File: src/rtl/clkgen_map.svh
/*
 * register map, field positions, reset values and timing counts
 * of the clock source and main multiplier loop block.
 * assumes: included by bare name; definitions only.
 */
`ifndef CLKGEN_MAP_SVH
`define CLKGEN_MAP_SVH

// ****************************************
// register byte offsets
// ****************************************
`define OFS_SRC_SEL   8'h00
`define OFS_PLL_CTRL  8'h04
`define OFS_PLL_CFG   8'h08
`define OFS_PLL_STAT  8'h0C
`define OFS_CPU_DIV   8'h10
`define OFS_USB_DIV   8'h14
`define OFS_PERI_SEL  8'h18
`define OFS_WDT_SEL   8'h1C
`define OFS_IRC_TRIM  8'h20

// ****************************************
// field positions
// ****************************************
`define BIT_PLL_EN    0
`define BIT_PLL_CONN  1
`define BIT_ST_LOCK   2
`define BIT_ST_USED   3
`define CFG_N_LSB     16

// ****************************************
// reset values
// ****************************************
`define RST_DIV8      8'h00
`define RST_N         8'h00
`define RST_M         15'h0000
`define RST_TRIM      6'h20
`define RST_CCO_PER   16'h0010

// ****************************************
// nominal figures and timing counts
// ****************************************
`define IRC_FREQ_HZ   4000000
`define LOCK_GOOD     8'h08
`define SW_TMO        16'h1000
`endif

File: src/rtl/clkgen_pkg.sv
/*
 * types shared by the clock generation files.
 * assumes: compiled before every module that imports it.
 */
package clkgen_pkg;
	// clock source feeding the multiplier loop
	typedef enum logic [1:0]
	{
		SRC_IRC  = 2'h0,
		SRC_MAIN = 2'h1,
		SRC_RTC  = 2'h2
	} src_e;
	// watchdog clock source
	typedef enum logic [1:0]
	{
		WDT_IRC  = 2'h0,
		WDT_RTC  = 2'h1,
		WDT_PERI = 2'h2
	} wdt_src_e;
endpackage

File: src/rtl/tick_sync.sv
/*
 * brings an oscillator pin into pclk as one-cycle rising-edge ticks.
 * assumes: pin toggles slower than a quarter of pclk.
 */
module tick_sync
(
	// clock and reset
	input wire logic pclk,
	input wire logic presetn,
	// pin side
	input wire logic pin,
	// pclk side
	output logic tick
);
	logic s1_reg; // first stage, read by s2 only
	logic s2_reg;
	logic s3_reg;
	logic lvl_reg; // accepted level
	logic lvl_next;
	logic tick_next;

	// ****************************************
	// accept a change once stages two and three agree
	// ****************************************
	always_comb
	begin
		lvl_next = lvl_reg;
		tick_next = 1'b0;
		if (s2_reg == s3_reg && s3_reg != lvl_reg)
		begin
			lvl_next = s3_reg;
			tick_next = s3_reg; // rising edge only
		end
	end

	// registers only
	always_ff @(posedge pclk or negedge presetn)
	begin
		if (!presetn)
		begin
			s1_reg <= 1'b0;
			s2_reg <= 1'b0;
			s3_reg <= 1'b0;
			lvl_reg <= 1'b0;
			tick <= 1'b0;
		end
		else
		begin
			s1_reg <= pin;
			s2_reg <= s1_reg;
			s3_reg <= s2_reg;
			lvl_reg <= lvl_next;
			tick <= tick_next;
		end
	end
endmodule

File: src/rtl/tick_divider.sv
/*
 * divides a tick stream by div_val+1; output is registered.
 * assumes: restart realigns the count to a whole output period.
 */
module tick_divider #(
	parameter int W = 8
)
(
	// clock and reset
	input wire logic pclk,
	input wire logic presetn,
	// control
	input wire logic restart,
	input wire logic [W-1:0] div_val,
	// ticks
	input wire logic tick_in,
	output logic tick_out
);
	logic [W-1:0] cnt_reg;
	logic [W-1:0] cnt_next;
	logic out_next;

	// ****************************************
	// count input ticks, emit one per full period
	// ****************************************
	always_comb
	begin
		cnt_next = cnt_reg;
		out_next = 1'b0;
		if (restart)
			cnt_next = '0; // no partial period carried over
		else if (tick_in)
		begin
			if (cnt_reg >= div_val)
			begin
				cnt_next = '0;
				out_next = 1'b1;
			end
			else
				cnt_next = cnt_reg + 1'b1;
		end
	end

	// registers only
	always_ff @(posedge pclk or negedge presetn)
	begin
		if (!presetn)
		begin
			cnt_reg <= '0;
			tick_out <= 1'b0;
		end
		else
		begin
			cnt_reg <= cnt_next;
			tick_out <= out_next;
		end
	end
endmodule

File: src/rtl/clock_source_and_main_pll.sv
/*
 * clock sources, reference select, main multiplier loop model,
 * post dividers and per-peripheral clock enables, APB registers.
 * assumes: oscillators arrive as pins; all clocks leave as
 * one-cycle enables in pclk; power_down_entry from the PMU.
 */
// Decided for this implementation: the APB slave port and the register addresses.
`include "clkgen_map.svh"
module clock_source_and_main_pll
	import clkgen_pkg::*;
#(
	parameter int NPERI = 8,
	parameter logic [15:0] SW_TMO = `SW_TMO
)
(
	// clock and reset
	input wire logic pclk,
	input wire logic presetn,
	// APB slave
	input wire logic psel,
	input wire logic penable,
	input wire logic pwrite,
	input wire logic [7:0] paddr,
	input wire logic [31:0] pwdata,
	output logic [31:0] prdata,
	output logic pready,
	output logic pslverr,
	// oscillator pins
	input wire logic irc_osc_pin,
	input wire logic main_osc_pin,
	input wire logic rtc_osc_pin,
	// power management
	input wire logic power_down_entry,
	// clock enables out
	output logic cpu_core_clock_en,
	output logic usb_clk_en,
	output logic [NPERI-1:0] peri_clk_en,
	output logic watchdog_timer_clk_en,
	output logic rtc_clk_en,
	output logic usb_pll_ref_en,
	// oscillator and loop status
	output logic [5:0] irc_trim,
	output logic main_multiplier_loop_locked
);

	// ****************************************
	// oscillator pins into pclk
	// ****************************************
	logic internal_rc_osc; // rc oscillator tick
	logic main_t; // main crystal tick
	logic rtc_t; // rtc oscillator tick
	tick_sync u_irc (.pclk(pclk), .presetn(presetn),
		.pin(irc_osc_pin), .tick(internal_rc_osc));
	tick_sync u_main (.pclk(pclk), .presetn(presetn),
		.pin(main_osc_pin), .tick(main_t));
	tick_sync u_rtc (.pclk(pclk), .presetn(presetn),
		.pin(rtc_osc_pin), .tick(rtc_t));

	// ****************************************
	// software registers
	// ****************************************
	src_e src_sel_reg, src_sel_next; // requested source
	src_e src_cur_reg, src_cur_next; // source in use
	logic en_reg, en_next; // loop enable
	logic conn_reg, conn_next; // loop connect
	logic [7:0] n_reg, n_next; // pre-divider minus one
	logic [14:0] m_reg, m_next; // multiplier minus one
	logic [7:0] cdiv_reg, cdiv_next; // cpu post divider
	logic [7:0] udiv_reg, udiv_next; // usb post divider
	logic [2*NPERI-1:0] psel_reg, psel_next; // 2 bits each
	wdt_src_e wsel_reg, wsel_next; // watchdog source
	logic [5:0] trim_reg, trim_next; // rc trim code
	logic [31:0] rd_reg, rd_next; // read data
	logic wr_acc; // write access phase
	logic hit; // mapped address

	assign wr_acc = psel && penable && pwrite;
	assign pready = 1'b1;
	assign pslverr = psel && penable && !hit;
	assign prdata = rd_reg;
	assign irc_trim = trim_reg;

	// address decode
	always_comb
	begin
		unique case (paddr)
			`OFS_SRC_SEL, `OFS_PLL_CTRL, `OFS_PLL_CFG,
			`OFS_PLL_STAT, `OFS_CPU_DIV, `OFS_USB_DIV,
			`OFS_PERI_SEL, `OFS_WDT_SEL, `OFS_IRC_TRIM:
				hit = 1'b1;
			default:
				hit = 1'b0;
		endcase
	end

	// ****************************************
	// multiplier loop state
	// ****************************************
	logic ref_t; // selected reference tick
	logic ref_div_t; // reference after pre-divider
	logic [7:0] rcnt_reg, rcnt_next;
	logic [15:0] cper_reg, cper_next; // oscillator period
	logic [15:0] ccnt_reg, ccnt_next;
	logic cco_t; // current_controlled_osc tick
	logic [14:0] fcnt_reg, fcnt_next; // feedback count
	logic fb_t; // feedback tick
	logic [1:0] seen_reg, seen_next; // fb per ref, saturating
	logic [7:0] good_reg, good_next; // good comparisons
	logic lock_reg, lock_next;
	logic use_reg, use_next; // loop drives cpu
	logic [15:0] tmo_reg, tmo_next; // switch wait
	logic want_use;
	logic apply; // switch boundary
	logic cpu_pll_t;
	logic usb_pll_t;
	logic cpu_next;

	// reference select: any of three sources
	always_comb
	begin
		unique case (src_cur_reg)
			SRC_MAIN: ref_t = main_t;
			SRC_RTC: ref_t = rtc_t;
			default: ref_t = internal_rc_osc;
		endcase
	end

	assign want_use = en_reg && conn_reg && lock_reg;
	// switch at a cpu enable pulse, or once tmo_reg reaches SW_TMO
	assign apply = cpu_core_clock_en || (tmo_reg == SW_TMO);
	assign ref_div_t = ref_t && (rcnt_reg >= n_reg);
	assign cco_t = en_reg && (ccnt_reg == 16'h0000);
	assign fb_t = cco_t && (fcnt_reg >= m_reg);
	assign main_multiplier_loop_locked = lock_reg;

	// ****************************************
	// register writes, power-down and read data
	// ****************************************
	always_comb
	begin
		src_sel_next = src_sel_reg;
		en_next = en_reg;
		conn_next = conn_reg;
		n_next = n_reg;
		m_next = m_reg;
		cdiv_next = cdiv_reg;
		udiv_next = udiv_reg;
		psel_next = psel_reg;
		wsel_next = wsel_reg;
		trim_next = trim_reg;
		rd_next = rd_reg;
		if (wr_acc)
		begin
			unique case (paddr)
				`OFS_SRC_SEL:
					if (pwdata[1:0] != 2'h3) // reserved code ignored
						src_sel_next = src_e'(pwdata[1:0]);
				`OFS_PLL_CTRL:
				begin
					en_next = pwdata[`BIT_PLL_EN];
					conn_next = pwdata[`BIT_PLL_CONN];
				end
				`OFS_PLL_CFG:
				begin
					m_next = pwdata[14:0];
					n_next = pwdata[`CFG_N_LSB +: 8];
				end
				`OFS_CPU_DIV: cdiv_next = pwdata[7:0];
				`OFS_USB_DIV: udiv_next = pwdata[7:0];
				`OFS_PERI_SEL: psel_next = pwdata[2*NPERI-1:0];
				`OFS_WDT_SEL:
					if (pwdata[1:0] != 2'h3)
						wsel_next = wdt_src_e'(pwdata[1:0]);
				`OFS_IRC_TRIM: trim_next = pwdata[5:0];
				default: ;
			endcase
		end
		// power-down turns the loop off and bypasses it
		if (power_down_entry)
		begin
			en_next = 1'b0;
			conn_next = 1'b0;
		end
		// read data captured in the setup cycle
		if (psel && !penable && !pwrite)
		begin
			rd_next = 32'h0000_0000;
			unique case (paddr)
				`OFS_SRC_SEL: rd_next[1:0] = src_sel_reg;
				`OFS_PLL_CTRL:
				begin
					rd_next[`BIT_PLL_EN] = en_reg;
					rd_next[`BIT_PLL_CONN] = conn_reg;
				end
				`OFS_PLL_CFG:
				begin
					rd_next[14:0] = m_reg;
					rd_next[`CFG_N_LSB +: 8] = n_reg;
				end
				`OFS_PLL_STAT:
				begin
					rd_next[`BIT_PLL_EN] = en_reg;
					rd_next[`BIT_PLL_CONN] = conn_reg;
					rd_next[`BIT_ST_LOCK] = lock_reg;
					rd_next[`BIT_ST_USED] = use_reg;
					rd_next[5:4] = src_cur_reg;
				end
				`OFS_CPU_DIV: rd_next[7:0] = cdiv_reg;
				`OFS_USB_DIV: rd_next[7:0] = udiv_reg;
				`OFS_PERI_SEL: rd_next[2*NPERI-1:0] = psel_reg;
				`OFS_WDT_SEL: rd_next[1:0] = wsel_reg;
				`OFS_IRC_TRIM: rd_next[5:0] = trim_reg;
				default: ;
			endcase
		end
	end

	// ****************************************
	// loop model: pre-divide, oscillator, feedback, detector
	// ****************************************
	always_comb
	begin
		rcnt_next = rcnt_reg;
		ccnt_next = ccnt_reg;
		cper_next = cper_reg;
		fcnt_next = fcnt_reg;
		seen_next = seen_reg;
		good_next = good_reg;
		lock_next = lock_reg;
		if (!en_reg)
		begin
			// powered off: idle and unlocked
			rcnt_next = `RST_N;
			ccnt_next = `RST_CCO_PER;
			cper_next = `RST_CCO_PER;
			fcnt_next = `RST_M;
			seen_next = 2'h0;
			good_next = 8'h00;
			lock_next = 1'b0;
		end
		else
		begin
			// pre-divider by n+1
			if (ref_t)
				rcnt_next = ref_div_t ? 8'h00 : rcnt_reg + 8'h01;
			// oscillator from its period
			ccnt_next = cco_t ? cper_reg : ccnt_reg - 16'h0001;
			// feedback divider by m+1
			if (cco_t)
				fcnt_next = fb_t ? 15'h0000 : fcnt_reg + 15'h0001;
			if (fb_t && seen_reg != 2'h2)
				seen_next = seen_reg + 2'h1;
			// detector: one feedback per reference is right
			if (ref_div_t)
			begin
				seen_next = {1'b0, fb_t};
				if (seen_reg == 2'h1)
				begin
					if (good_reg != `LOCK_GOOD)
						good_next = good_reg + 8'h01;
					else
						lock_next = 1'b1;
				end
				else
				begin
					good_next = 8'h00;
					lock_next = 1'b0;
					if (seen_reg == 2'h0 && cper_reg != 16'h0000)
						cper_next = cper_reg - 16'h0001; // too slow
					else if (seen_reg == 2'h2 && cper_reg != 16'hFFFF)
						cper_next = cper_reg + 16'h0001; // too fast
				end
			end
		end
	end

	// ****************************************
	// glitch-free source and connect switching
	// ****************************************
	always_comb
	begin
		src_cur_next = src_cur_reg;
		use_next = use_reg;
		tmo_next = 16'h0000;
		if (src_sel_reg != src_cur_reg || want_use != use_reg)
		begin
			tmo_next = tmo_reg + 16'h0001;
			if (apply)
			begin
				src_cur_next = src_sel_reg;
				use_next = want_use;
				tmo_next = 16'h0000;
			end
		end
		// losing enable or lock drops the loop at once
		if (!want_use)
			use_next = 1'b0;
		// bypassed: cpu equals reference
		cpu_next = use_reg ? cpu_pll_t : ref_t;
	end

	// post dividers of the oscillator
	tick_divider #(.W(8)) u_cdiv (.pclk(pclk), .presetn(presetn),
		.restart(!use_reg), .div_val(cdiv_reg), .tick_in(cco_t),
		.tick_out(cpu_pll_t));
	tick_divider #(.W(8)) u_udiv (.pclk(pclk), .presetn(presetn),
		.restart(!en_reg), .div_val(udiv_reg), .tick_in(cco_t),
		.tick_out(usb_pll_t));

	// per-peripheral divide by 1, 2, 4 or 8 of cpu clock
	genvar gi;
	generate
		for (gi = 0; gi < NPERI; gi++)
		begin : g_peri
			logic [2:0] dv;
			always_comb
			begin
				unique case (psel_reg[2*gi +: 2])
					2'h0: dv = 3'h0;
					2'h1: dv = 3'h1;
					2'h2: dv = 3'h3;
					default: dv = 3'h7;
				endcase
			end
			tick_divider #(.W(3)) u_pdiv (.pclk(pclk),
				.presetn(presetn), .restart(1'b0), .div_val(dv),
				.tick_in(cpu_core_clock_en), .tick_out(peri_clk_en[gi]));
		end
	endgenerate

	// ****************************************
	// state registers
	// ****************************************
	always_ff @(posedge pclk or negedge presetn)
	begin
		if (!presetn)
		begin
			src_sel_reg <= SRC_IRC;
			src_cur_reg <= SRC_IRC;
			en_reg <= 1'b0;
			conn_reg <= 1'b0;
			n_reg <= `RST_N;
			m_reg <= `RST_M;
			cdiv_reg <= `RST_DIV8;
			udiv_reg <= `RST_DIV8;
			psel_reg <= '0;
			wsel_reg <= WDT_IRC;
			trim_reg <= `RST_TRIM;
			rd_reg <= 32'h0000_0000;
			rcnt_reg <= `RST_N;
			ccnt_reg <= `RST_CCO_PER;
			cper_reg <= `RST_CCO_PER;
			fcnt_reg <= `RST_M;
			seen_reg <= 2'h0;
			good_reg <= 8'h00;
			lock_reg <= 1'b0;
			use_reg <= 1'b0;
			tmo_reg <= 16'h0000;
			cpu_core_clock_en <= 1'b0;
			usb_clk_en <= 1'b0;
			watchdog_timer_clk_en <= 1'b0;
			rtc_clk_en <= 1'b0;
			usb_pll_ref_en <= 1'b0;
		end
		else
		begin
			src_sel_reg <= src_sel_next;
			src_cur_reg <= src_cur_next;
			en_reg <= en_next;
			conn_reg <= conn_next;
			n_reg <= n_next;
			m_reg <= m_next;
			cdiv_reg <= cdiv_next;
			udiv_reg <= udiv_next;
			psel_reg <= psel_next;
			wsel_reg <= wsel_next;
			trim_reg <= trim_next;
			rd_reg <= rd_next;
			rcnt_reg <= rcnt_next;
			ccnt_reg <= ccnt_next;
			cper_reg <= cper_next;
			fcnt_reg <= fcnt_next;
			seen_reg <= seen_next;
			good_reg <= good_next;
			lock_reg <= lock_next;
			use_reg <= use_next;
			tmo_reg <= tmo_next;
			cpu_core_clock_en <= cpu_next;
			usb_clk_en <= usb_pll_t;
			// watchdog clock: rc, rtc or peripheral
			watchdog_timer_clk_en <= (wsel_reg == WDT_RTC) ? rtc_t :
				(wsel_reg == WDT_PERI) ? peri_clk_en[0] :
				internal_rc_osc;
			rtc_clk_en <= rtc_t;
			usb_pll_ref_en <= main_t;
		end
	end
endmodule

File: config.mk
export PLATFORM = sky130hd
export DESIGN_NAME = clock_source_and_main_pll
export DESIGN_NICKNAME = d
export VERILOG_FILES = /design/src/rtl/clkgen_pkg.sv /design/src/rtl/tick_sync.sv /design/src/rtl/tick_divider.sv /design/src/rtl/clock_source_and_main_pll.sv
export VERILOG_INCLUDE_DIRS = /design/src /design/src/rtl
export SDC_FILE = /design/constraint.sdc
export NUM_CORES = 1
export LEC_CHECK = 0
export BUFFER_PORTS_ARGS = -buffer_cell sky130_fd_sc_hd__buf_4
export CORE_UTILIZATION = 40
export DETAILED_ROUTE_END_ITERATION = 12
export GPL_TIMING_DRIVEN = 0
export SYNTH_ARGS = -nofsm -noshare
export SYNTH_HDL_FRONTEND = slang
export SYNTH_HIERARCHICAL = 1
export SYNTH_SLANG_ARGS = --single-unit
File: constraint.sdc
create_clock -name pclk -period 2.7 [get_ports pclk]
set_input_delay 0.54 -clock pclk [delete_from_list [all_inputs] [get_ports pclk]]
set_output_delay 0.54 -clock pclk [all_outputs]
set_load 0.02 [all_outputs]
# Word-level counts from Yosys, hierarchy flattened
# Index checks and enable logic that the tools add are counted.
# W data, S select, Z words.
totals:
  reg_bits: 246
  input_bits: 49
  latch_bits: 0
  n_memories: 0
  mem_bits_ro: 0
  elab_cells: 288
  mem_bits_rw: 0
classes:
  n_eq_ne: 54
  n_bitwise: 0
  add_sub_neg: 18
  order_cmp: 12
  multipliers: 0
  reduce_logical: 50
  n_div: 0
  n_shift: 0
  mux: 93
ops:
  columns: ["operator", "n"]
  rows:
  - ["$mux W16", 9]
  - ["$mux W8", 14]
  - ["$pmux W3 S3", 8]
  - ["$mux W15", 3]
  - ["$mux W1", 43]
  - ["$add A16 B1 Y16 const B", 2]
  - ["$add A8 B1 Y8 const B", 4]
  - ["$eq A8 B5 Y1 const B", 4]
  - ["$sub A16 B1 Y16 const B", 2]
  - ["$add A3 B1 Y3 const B", 8]
  - ["$ge A3 B3 Y1", 8]
  - ["$ge A8 B8 Y1", 3]
  - ["$mux W3", 8]
  - ["$pmux W4 S6", 1]
  - ["$eq A2 B1 Y1 const B", 11]
  - ["$eq A2 B2 Y1 const B", 11]
  - ["$reduce_and A2 Y1", 10]
  - ["$logic_not A2 Y1", 9]
  - ["$eq A16 B13 Y1 const B", 1]
  - ["$eq A8 B4 Y1 const B", 2]
  - ["$logic_and A1 B1 Y1", 16]
  - ["$logic_not A16 Y1", 1]
  - ["$ne A16 B16 Y1 const B", 1]
  - ["$pmux W2 S8", 1]
  - ["26 further kinds", 47]

# Longest topological paths before layout
# Gate-level depths: netlist of the first run.
depth:
  depth_word: 7
  depth_mapped: 13
  depth_no_buf: 12

# Hierarchy
# Netlist of the first run, hierarchy kept.
modules_own_cells:
  columns: ["mod", "cells_each", "area_each_um2", "instances"]
  rows:
  - ["clock_source_and_main_pll", 996, 9819.4, 1]
  - ["tick_divider (g_peri[0].u_pdiv ...)", 28, 269.0, 8]
  - ["tick_divider (u_cdiv ...)", 68, 679.4, 2]
  - ["tick_sync", 7, 146.4, 3]

# Worst setup path after synthesis of the first run
# No wires, ideal clock.
synth_path:
  kind: "reg2reg"
  startpoint: "register cper_reg[2]"
  endpoint: "register cper_reg[15]"
  path_slack_ns: -0.222
  t_required_ns: 2.621
  arrival_ns: 2.843
  stages_incl_launch_ff: 13
  synth_period_minus_slack_ns: 2.922
  cell_sequence: "dfrtp_1 nor4_1 nand4_1 nand2_1 inv_1 ha_1 clkbuf_1 a21oi_1 nand3_1 a31o_2 a221oi_1 mux2i_1 mux2i_1"
synth_via:
  elab_chain_cells: 6
  elab_cells_between_ends: 13
  cone_classes: "add/sub: 2; eq/ne: 2; mux: 5; reduce/logical: 4"
synth_lines:
  columns: ["element", "line", "source"]
  rows:
  - ["from (decl)", "clock_source_and_main_pll.sv:102", "logic [15:0] cper_reg, cper_next;"]
  - ["from (signal assigned)", "clock_source_and_main_pll.sv:352", "cper_reg <= `RST_CCO_PER;"]
  - ["from (signal assigned)", "clock_source_and_main_pll.sv:381", "cper_reg <= cper_next;"]
  - ["$add A16 B1 Y16 / $reduce_bool A16 Y1 (equally long branches)", "clock_source_and_main_pll.sv:271, clock_source_and_main_pll.sv:268", null]
  - ["$mux W16 / $logic_and A1 B1 Y1 (equally long branches)", "clock_source_and_main_pll.sv:270, clock_source_and_main_pll.sv:268", null]
  - ["$mux W16", "clock_source_and_main_pll.sv:268", "if (seen_reg == 2'h0 && cper_reg != 16'h0000)"]
  - ["$mux W16", "clock_source_and_main_pll.sv:257", "if (seen_reg == 2'h1)"]
  - ["$mux W16", "clock_source_and_main_pll.sv:254", "if (ref_div_t)"]
  - ["$mux W16", "clock_source_and_main_pll.sv:230", "if (!en_reg)"]
# Several ways; a longest one is shown, not always the timed one. The select of a mux whose other input is x is not followed.
# A chain may end at the register's enable or synchronous reset.

# Worst setup path in the final report of the first run
layout_path:
  startpoint: "register cper_reg[3]"
  endpoint: "register cper_reg[13]"
# The elaborated chain is that of the path after synthesis.

==> results of run 1 <==
## metrics by stage
stage                      util  hold slack [ps]  setup slack, ps  cells
after global routing      0.501             76.3             -333   2052
after global placement    0.450              334            -1020   1964
after detailed placement  0.453              336             -468   1967
after CTS                 0.487             74.0             -157   2033
final                     0.501             98.0             -176   2052
after floorplan               -              244             15.5   1432
## per-layer routing
layer / vias up / track usage / part of all wire
li1: 5268 / - / -
met1: 5182 / 0.259 / 0.47
met2: 190 / 0.315 / 0.48
met3: 48 / 0.0217 / 0.032
met4: 0 / 0.0500 / 0.018
met5: - / 0 / 0
## final cells by class
class	count	area share
inverters	88	0.0203
clock inverters	5	0.00171
multi-input cells	1048	0.452
plain buffers	47	0.0145
repair buffers	121	0.0597
well taps	448	0.0332
repair inverters	1	0.000371
clock buffers	48	0.0526
flip-flops and latches	246	0.366
## what timing repair did
action                                  4_1_cts  5_1_grt
pin swaps                                     8       26
hold buffers                                  1        0
endpoints found under the hold margin        18        0
endpoints found under the setup margin       36       69
buffers inserted                             13       19
gates cloned                                  1        2
gates resized for setup                      26       74
## cell usage after synthesis, types with 9 or more instances
cell,number,area (um^2)
o21ai_0,50,250
o2111ai_1,12,105
a22o_1,9,78.8
nand3b_1,10,75.1
buf_4,10,75.1
dfrtp_1,243,6080
o31ai_1,13,97.6
inv_1,88,330
xor2_1,31,272
a21boi_0,9,67.6
o22ai_1,10,62.6
xnor2_1,24,210
nor4_1,13,81.3
mux2_2,67,754
and3_1,25,156
nor2b_1,23,144
a21oi_1,65,325
mux2i_1,19,190
clkbuf_1,31,116
nand3_1,43,215
a221oi_1,15,131
and2_1,15,93.8
nand4_1,18,113
a21o_1,10,75.1
nand2b_1,13,81.3
ha_1,99,1240
nor3_1,19,95.1
nand2_1,124,465
a31oi_1,17,106
nor2_1,114,428
o21ai_1,12,60.1
## power groups by stage
stage	Sequential (mW)	Combinational (mW)	Clock, mW
after global routing	3.82	0.575	4.00
after floorplan	3.91	0.194	0
after detailed placement	3.88	0.516	0
after global placement	3.89	0.484	0
after CTS	3.81	0.519	3.85
final	3.81	0.519	3.75
## worst paths after layout
check / start / endpoint / depth (start not counted)
max: cper_reg[3] / cper_reg[13] / 13
min: main_osc_pin / u_main/s1_reg / 1
max reg2reg: cper_reg[3] / cper_reg[13] / 13
min reg2reg: u_rtc/s1_reg / u_rtc/s2_reg / 0
max in group asynchronous: presetn / cper_reg[13] / 3
min in group asynchronous: presetn / u_rtc/lvl_reg / 2
## worst max-delay path: stages (launching register included)
cell     delay, ps
dfrtp_1        450
nor4_1         250
nand4_1        200
nand2_4        180
inv_8           60
buf_6          120
ha_4           270
a21oi_4        160
nand3_2        100
a31o_4         280
buf_4          140
a31oi_2        180
mux2_2         340
o21ai_0         60
## cells in the final DEF, fill, tap and decap left out, drive strengths merged, types with 12 or more instances in the layout
cell	synthesis	routed
mux2i	19	19
buf	19	138
o2111ai	12	12
xor2	31	31
a211oi	12	12
clkbuf	31	77
ha	99	99
nor2b	23	23
xnor2	24	24
mux2	69	69
inv	88	89
nand3	44	44
nand2	124	124
o31ai	13	13
conb	2	57
nor3	21	21
a221oi	15	15
o21ai	62	62
a21oi	67	67
dfrtp	243	243
nor2	117	117
nand4	18	18
a31oi	17	17
nand2b	13	13
nor4	14	14
and3	25	25
and2	15	15
## logic make-up after synthesis
| family | count (synthesis) |
|---|---|
| and+or+nand+nor | 475 |
| AOI/OAI and AO/OA | 270 |
| muxes | 88 |
| adders and majority gates | 103 |
| other | 2 |
| buffers and inverters | 138 |
| xor gates and xnor gates | 55 |
| DFF | 246 |
==> impl_metrics.ini, run 1 <==
[logic_synthesis]
yosys.area_share.simple = 0.178
synth_edf_count = 0
syn_avg_cell_area_um2 = 10.0
synth_warnings = 6
synth.cell_area_um2 = 13800
synth_fa_ha_area_frac = 0.0939
synth_ff_type = dfrtp_1
synth_compound_area_frac = 0.134
ys_ff_latch = 246
synth_mux_area_frac = 0.0702
synth_cell_types = 77
netlist_instances = 1377
synth_top_family_by_area = simple AND/OR/NAND/NOR gates
synth-async-reset-ratio = 1.00
synth_xor_area_frac = 0.0350
ys_seq_area_frac = 0.447

[grt]
antenna_found_initial = 0
overflow = 0
grt_pass1_vias = 10400
grt_usage = 0.188
grt_pass1_wl_um = 54100
grt_max_degree = 117

[sta]
final-setup-viol-count = 7
setup_ws_ps = -176
fin_crit_ps = 2880
rsz0062_at_grt = yes
worst_slew_margin_rel = 0.435
max_freq_mhz = 348
hold_violations = 0
tns_ps = -715
fin_crit_sh = 1.07
drv_slew = 0
skew_ps = 14.0
worst_pin_slew_ps = 840

[power_and_ir_drop]
ir_worst_vdd_mv = 0.563
p_seq_frac = 0.471
clkPwrFrac = 0.464
p_sw_mw = 1.91
p_int_mw = 6.18
leakagePower_nw = 7.68
p_total_mw = 8.08
p_comb_frac = 0.064
p_per_area_nw_per_um2 = 479
swShare = 0.236

[cts]
clock-root-buffer = clkbuf_16
cts_tree = done
path_clk_slew_ps = 60
clock_latency_ps = 550
htreeDepth = 1
cts_buffer_depth = 3
cts_sinks = 246
numCtsBuffers = 29

[place]
port_buffers = 84
dpl.hpwl_um = 23500
postPlaceCellArea_um2 = 15300
gp_congestion = 0.840

[drt]
drc = 0
first_iter_violations = 648
via_per_inst = 5.21
wire_per_inst_um = 16.3
ant_nets = 0
finalWirelength_um = 33400
dr.pass1.iters = 5
vias = 10700

[final_layout]
layout.nets = 1731
n_fill_cell = 3069
register_area_um2 = 6170
diodes = 0
synthToLayoutAreaGrowth_pct = 22.5
final_cell_area_um2 = 16900
multi_input_area_um2 = 7620
drive_gt1_frac = 0.216

[worst_setup_path]
crit_fanout = 7
required_ps = 3160
cp-end-kind = flop
arrival_ps = 3340
rrSetupSlack_ps = -180
cp-start-kind = flop
path_class = flop to flop

[worst_hold_path]
holdCritPathClass = input port to flop

[die]
dieWidth_um = 188
dieArea_um2 = 35200
die_y_um = 188
rows = 67
io_pins = 103
core_um2 = 33700
initial_core_util = 0.409

[run_status]
violations = setup timing
status = finished, violations left

[flow_run]
drv_cap = 0
Power figures use the tool's default switching activity.
==> inputs of run 2 (changes only) <==
--- a/config.mk
+++ b/config.mk
@@ -10,6 +10,8 @@
 export CORE_UTILIZATION = 40
 export DETAILED_ROUTE_END_ITERATION = 12
 export GPL_TIMING_DRIVEN = 0
+export REMOVE_ABC_BUFFERS = 1
+export SETUP_SLACK_MARGIN = 0.2
 export SYNTH_ARGS = -nofsm -noshare
 export SYNTH_HDL_FRONTEND = slang
 export SYNTH_HIERARCHICAL = 1
==> run 2 against run 1 <==
The run still ends with setup timing left. Global-route usage rose by 0.86 points. Worst hold slack lost 9.5 ps. Power grew 1.0%. Routed wire length grew 4.3%. Non-clock buffer count fell by 7. Die area did not move. Largest cell class unchanged. Highest routed layer unchanged.
==> impl_metrics.ini, run 2 (same netlist as run 1, synthesis figures left out) <==
[sta]
rsz0062_at_grt = yes
worst_slew_margin_rel = 0.0644
final-setup-viol-count = 11
fin_crit_sh = 1.14
fin_crit_ps = 3080
skew_ps = 7.39
hold_ws_ps = 88.4
worst_pin_slew_ps = 1400
hold_violations = 0
setup_ws_ps = -376
max_freq_mhz = 325
drv_slew = 0

[worst_setup_path]
rr_worst_depth = 13
cp-end-kind = flop
cp-start-kind = flop
rrSetupSlack_ps = -380
arrival_ps = 3550
cp-startpoint = cper_reg[11]
endpoint = cper_reg[15]
path_class = flop to flop
rr_startpoint = cper_reg[11]
crit_fanout = 5
required_ps = 3180
timing.rr.end = cper_reg[15]

[drt]
met1_length_um = 16200
first_iter_violations = 573
drc = 0
via_per_inst = 5.31
top_layer = met4
met3_wirelength_um = 1240
wl_met2_um = 16600
vias = 10900
ant_nets = 0
wire_per_inst_um = 17.0
finalWirelength_um = 34800
dr.pass1.iters = 5

[grt]
grt_pass1_wl_um = 56300
grt_usage = 0.197
grt_max_degree = 105
overflow = 0
antenna_found_initial = 0
grt_pass1_vias = 10700

[die]
io_pins = 103
core_um2 = 33700
die_y_um = 188
dieArea_um2 = 35200
initial_core_util = 0.409
dieWidth_um = 188
rows = 67

[final_layout]
drive_gt1_frac = 0.259
final_cell_area_um2 = 17400
final_common_cell = dfrtp_1
layout.nets = 1727
n_fill_cell = 3111
fin_util = 0.515
layout_common_cells = dfrtp_1, buf_4, nand2_1
diodes = 0
synthToLayoutAreaGrowth_pct = 26.0
stdcell_count = 2044

[place]
place_inst = 1924
postPlaceCellArea_um2 = 15100
port_buffers = 85
gp_congestion = 0.847
detailedPlace.worstSlack_ps = -863
dpl.hpwl_um = 23000

[cts]
cts_sinks = 246
path_clk_slew_ps = 60
clock-root-buffer = clkbuf_16
cts_tree = done
cts_buffer_depth = 3
numCtsBuffers = 29
htreeDepth = 1
clock_latency_ps = 560

[flow_run]
drv_cap = 0

[power_and_ir_drop]
ir_worst_vdd_mv = 0.485
leakagePower_nw = 7.88
p_per_area_nw_per_um2 = 471

[run_status]
violations = setup timing
status = finished, violations left

[worst_hold_path]
holdCritPathClass = input port to flop
-- run 2: where the power goes --
group	leakage [nW]	switching, mW	internal (mW)
registers	3.35	0.0539	3.75
logic	4.06	0.331	0.207
clock network	0.463	1.56	2.26
total	7.88	1.94	6.22
-- run 2: how the worst min path moves through the flow --
stage / slack (ps) / to / cells after the start / startpoint
after global placement: 330 / u_rtc/s2_reg / 0 / u_rtc/s1_reg
after global routing: 60 / u_rtc/s1_reg / 1 / rtc_osc_pin
final: 90 / u_rtc/s1_reg / 1 / rtc_osc_pin
after detailed placement: 340 / u_main/s2_reg / 0 / u_main/s1_reg
after CTS: 60 / u_rtc/s1_reg / 1 / rtc_osc_pin
after floorplan: 240 / ccnt_reg[0] / 0 / presetn
-- run 2: timing repair --
action,CTS,global route
endpoints found under the hold margin,51,0
hold buffers,1,0
setup buffers,36,29
gates cloned,4,1
pin swaps,41,39
endpoints found under the setup margin,128,115
gates resized for setup,106,59
-- run 2: layout make-up --
type | count | area (um^2) | area share
timing repair buffer | 161 | 1410 | 0.0812
multi-input combinational | 1050 | 7930 | 0.457
inverter | 88 | 338 | 0.0195
clock buffer | 44 | 892 | 0.0514
clock inverter | 5 | 42.5 | 0.00245
tap | 448 | 561 | 0.0323
timing repair inverter | 2 | 12.5 | 0.000721
sequential | 246 | 6170 | 0.356
-- run 2: worst max-delay path: stages, from the launching register on --
cell and delay, ps:
dfrtp_2 430, nor4_4 300, nand4_1 210, nand2_4 160, clkinvlp_4 210, buf_6 210
buf_6 120, ha_4 240, nand2_2 80, o21ai_2 70, a21o_1 210, a221oi_4 310
mux2i_1 250, mux2i_1 190
-- run 2: through the flow --
| step | total power [mW] | setup TNS (ps) |
|---|---|---|
| 3_5_place_dp | 4.39 | -46240 |
| 4_1_cts | 8.25 | -1080 |
| 5_1_grt | 8.49 | -3710 |
| 6_report | 8.16 | -2060 |
| 3_3_place_gp | 4.36 | -412970 |
| 2_1_floorplan | 4.08 | -31490 |
-- run 2: per-layer routing --
layer / GRT usage / vias up
li1: - / 5265
met1: 0.267 / 5345
met2: 0.325 / 183
met3: 0.0281 / 65
met4: 0.0600 / 0
met5: 0 / -
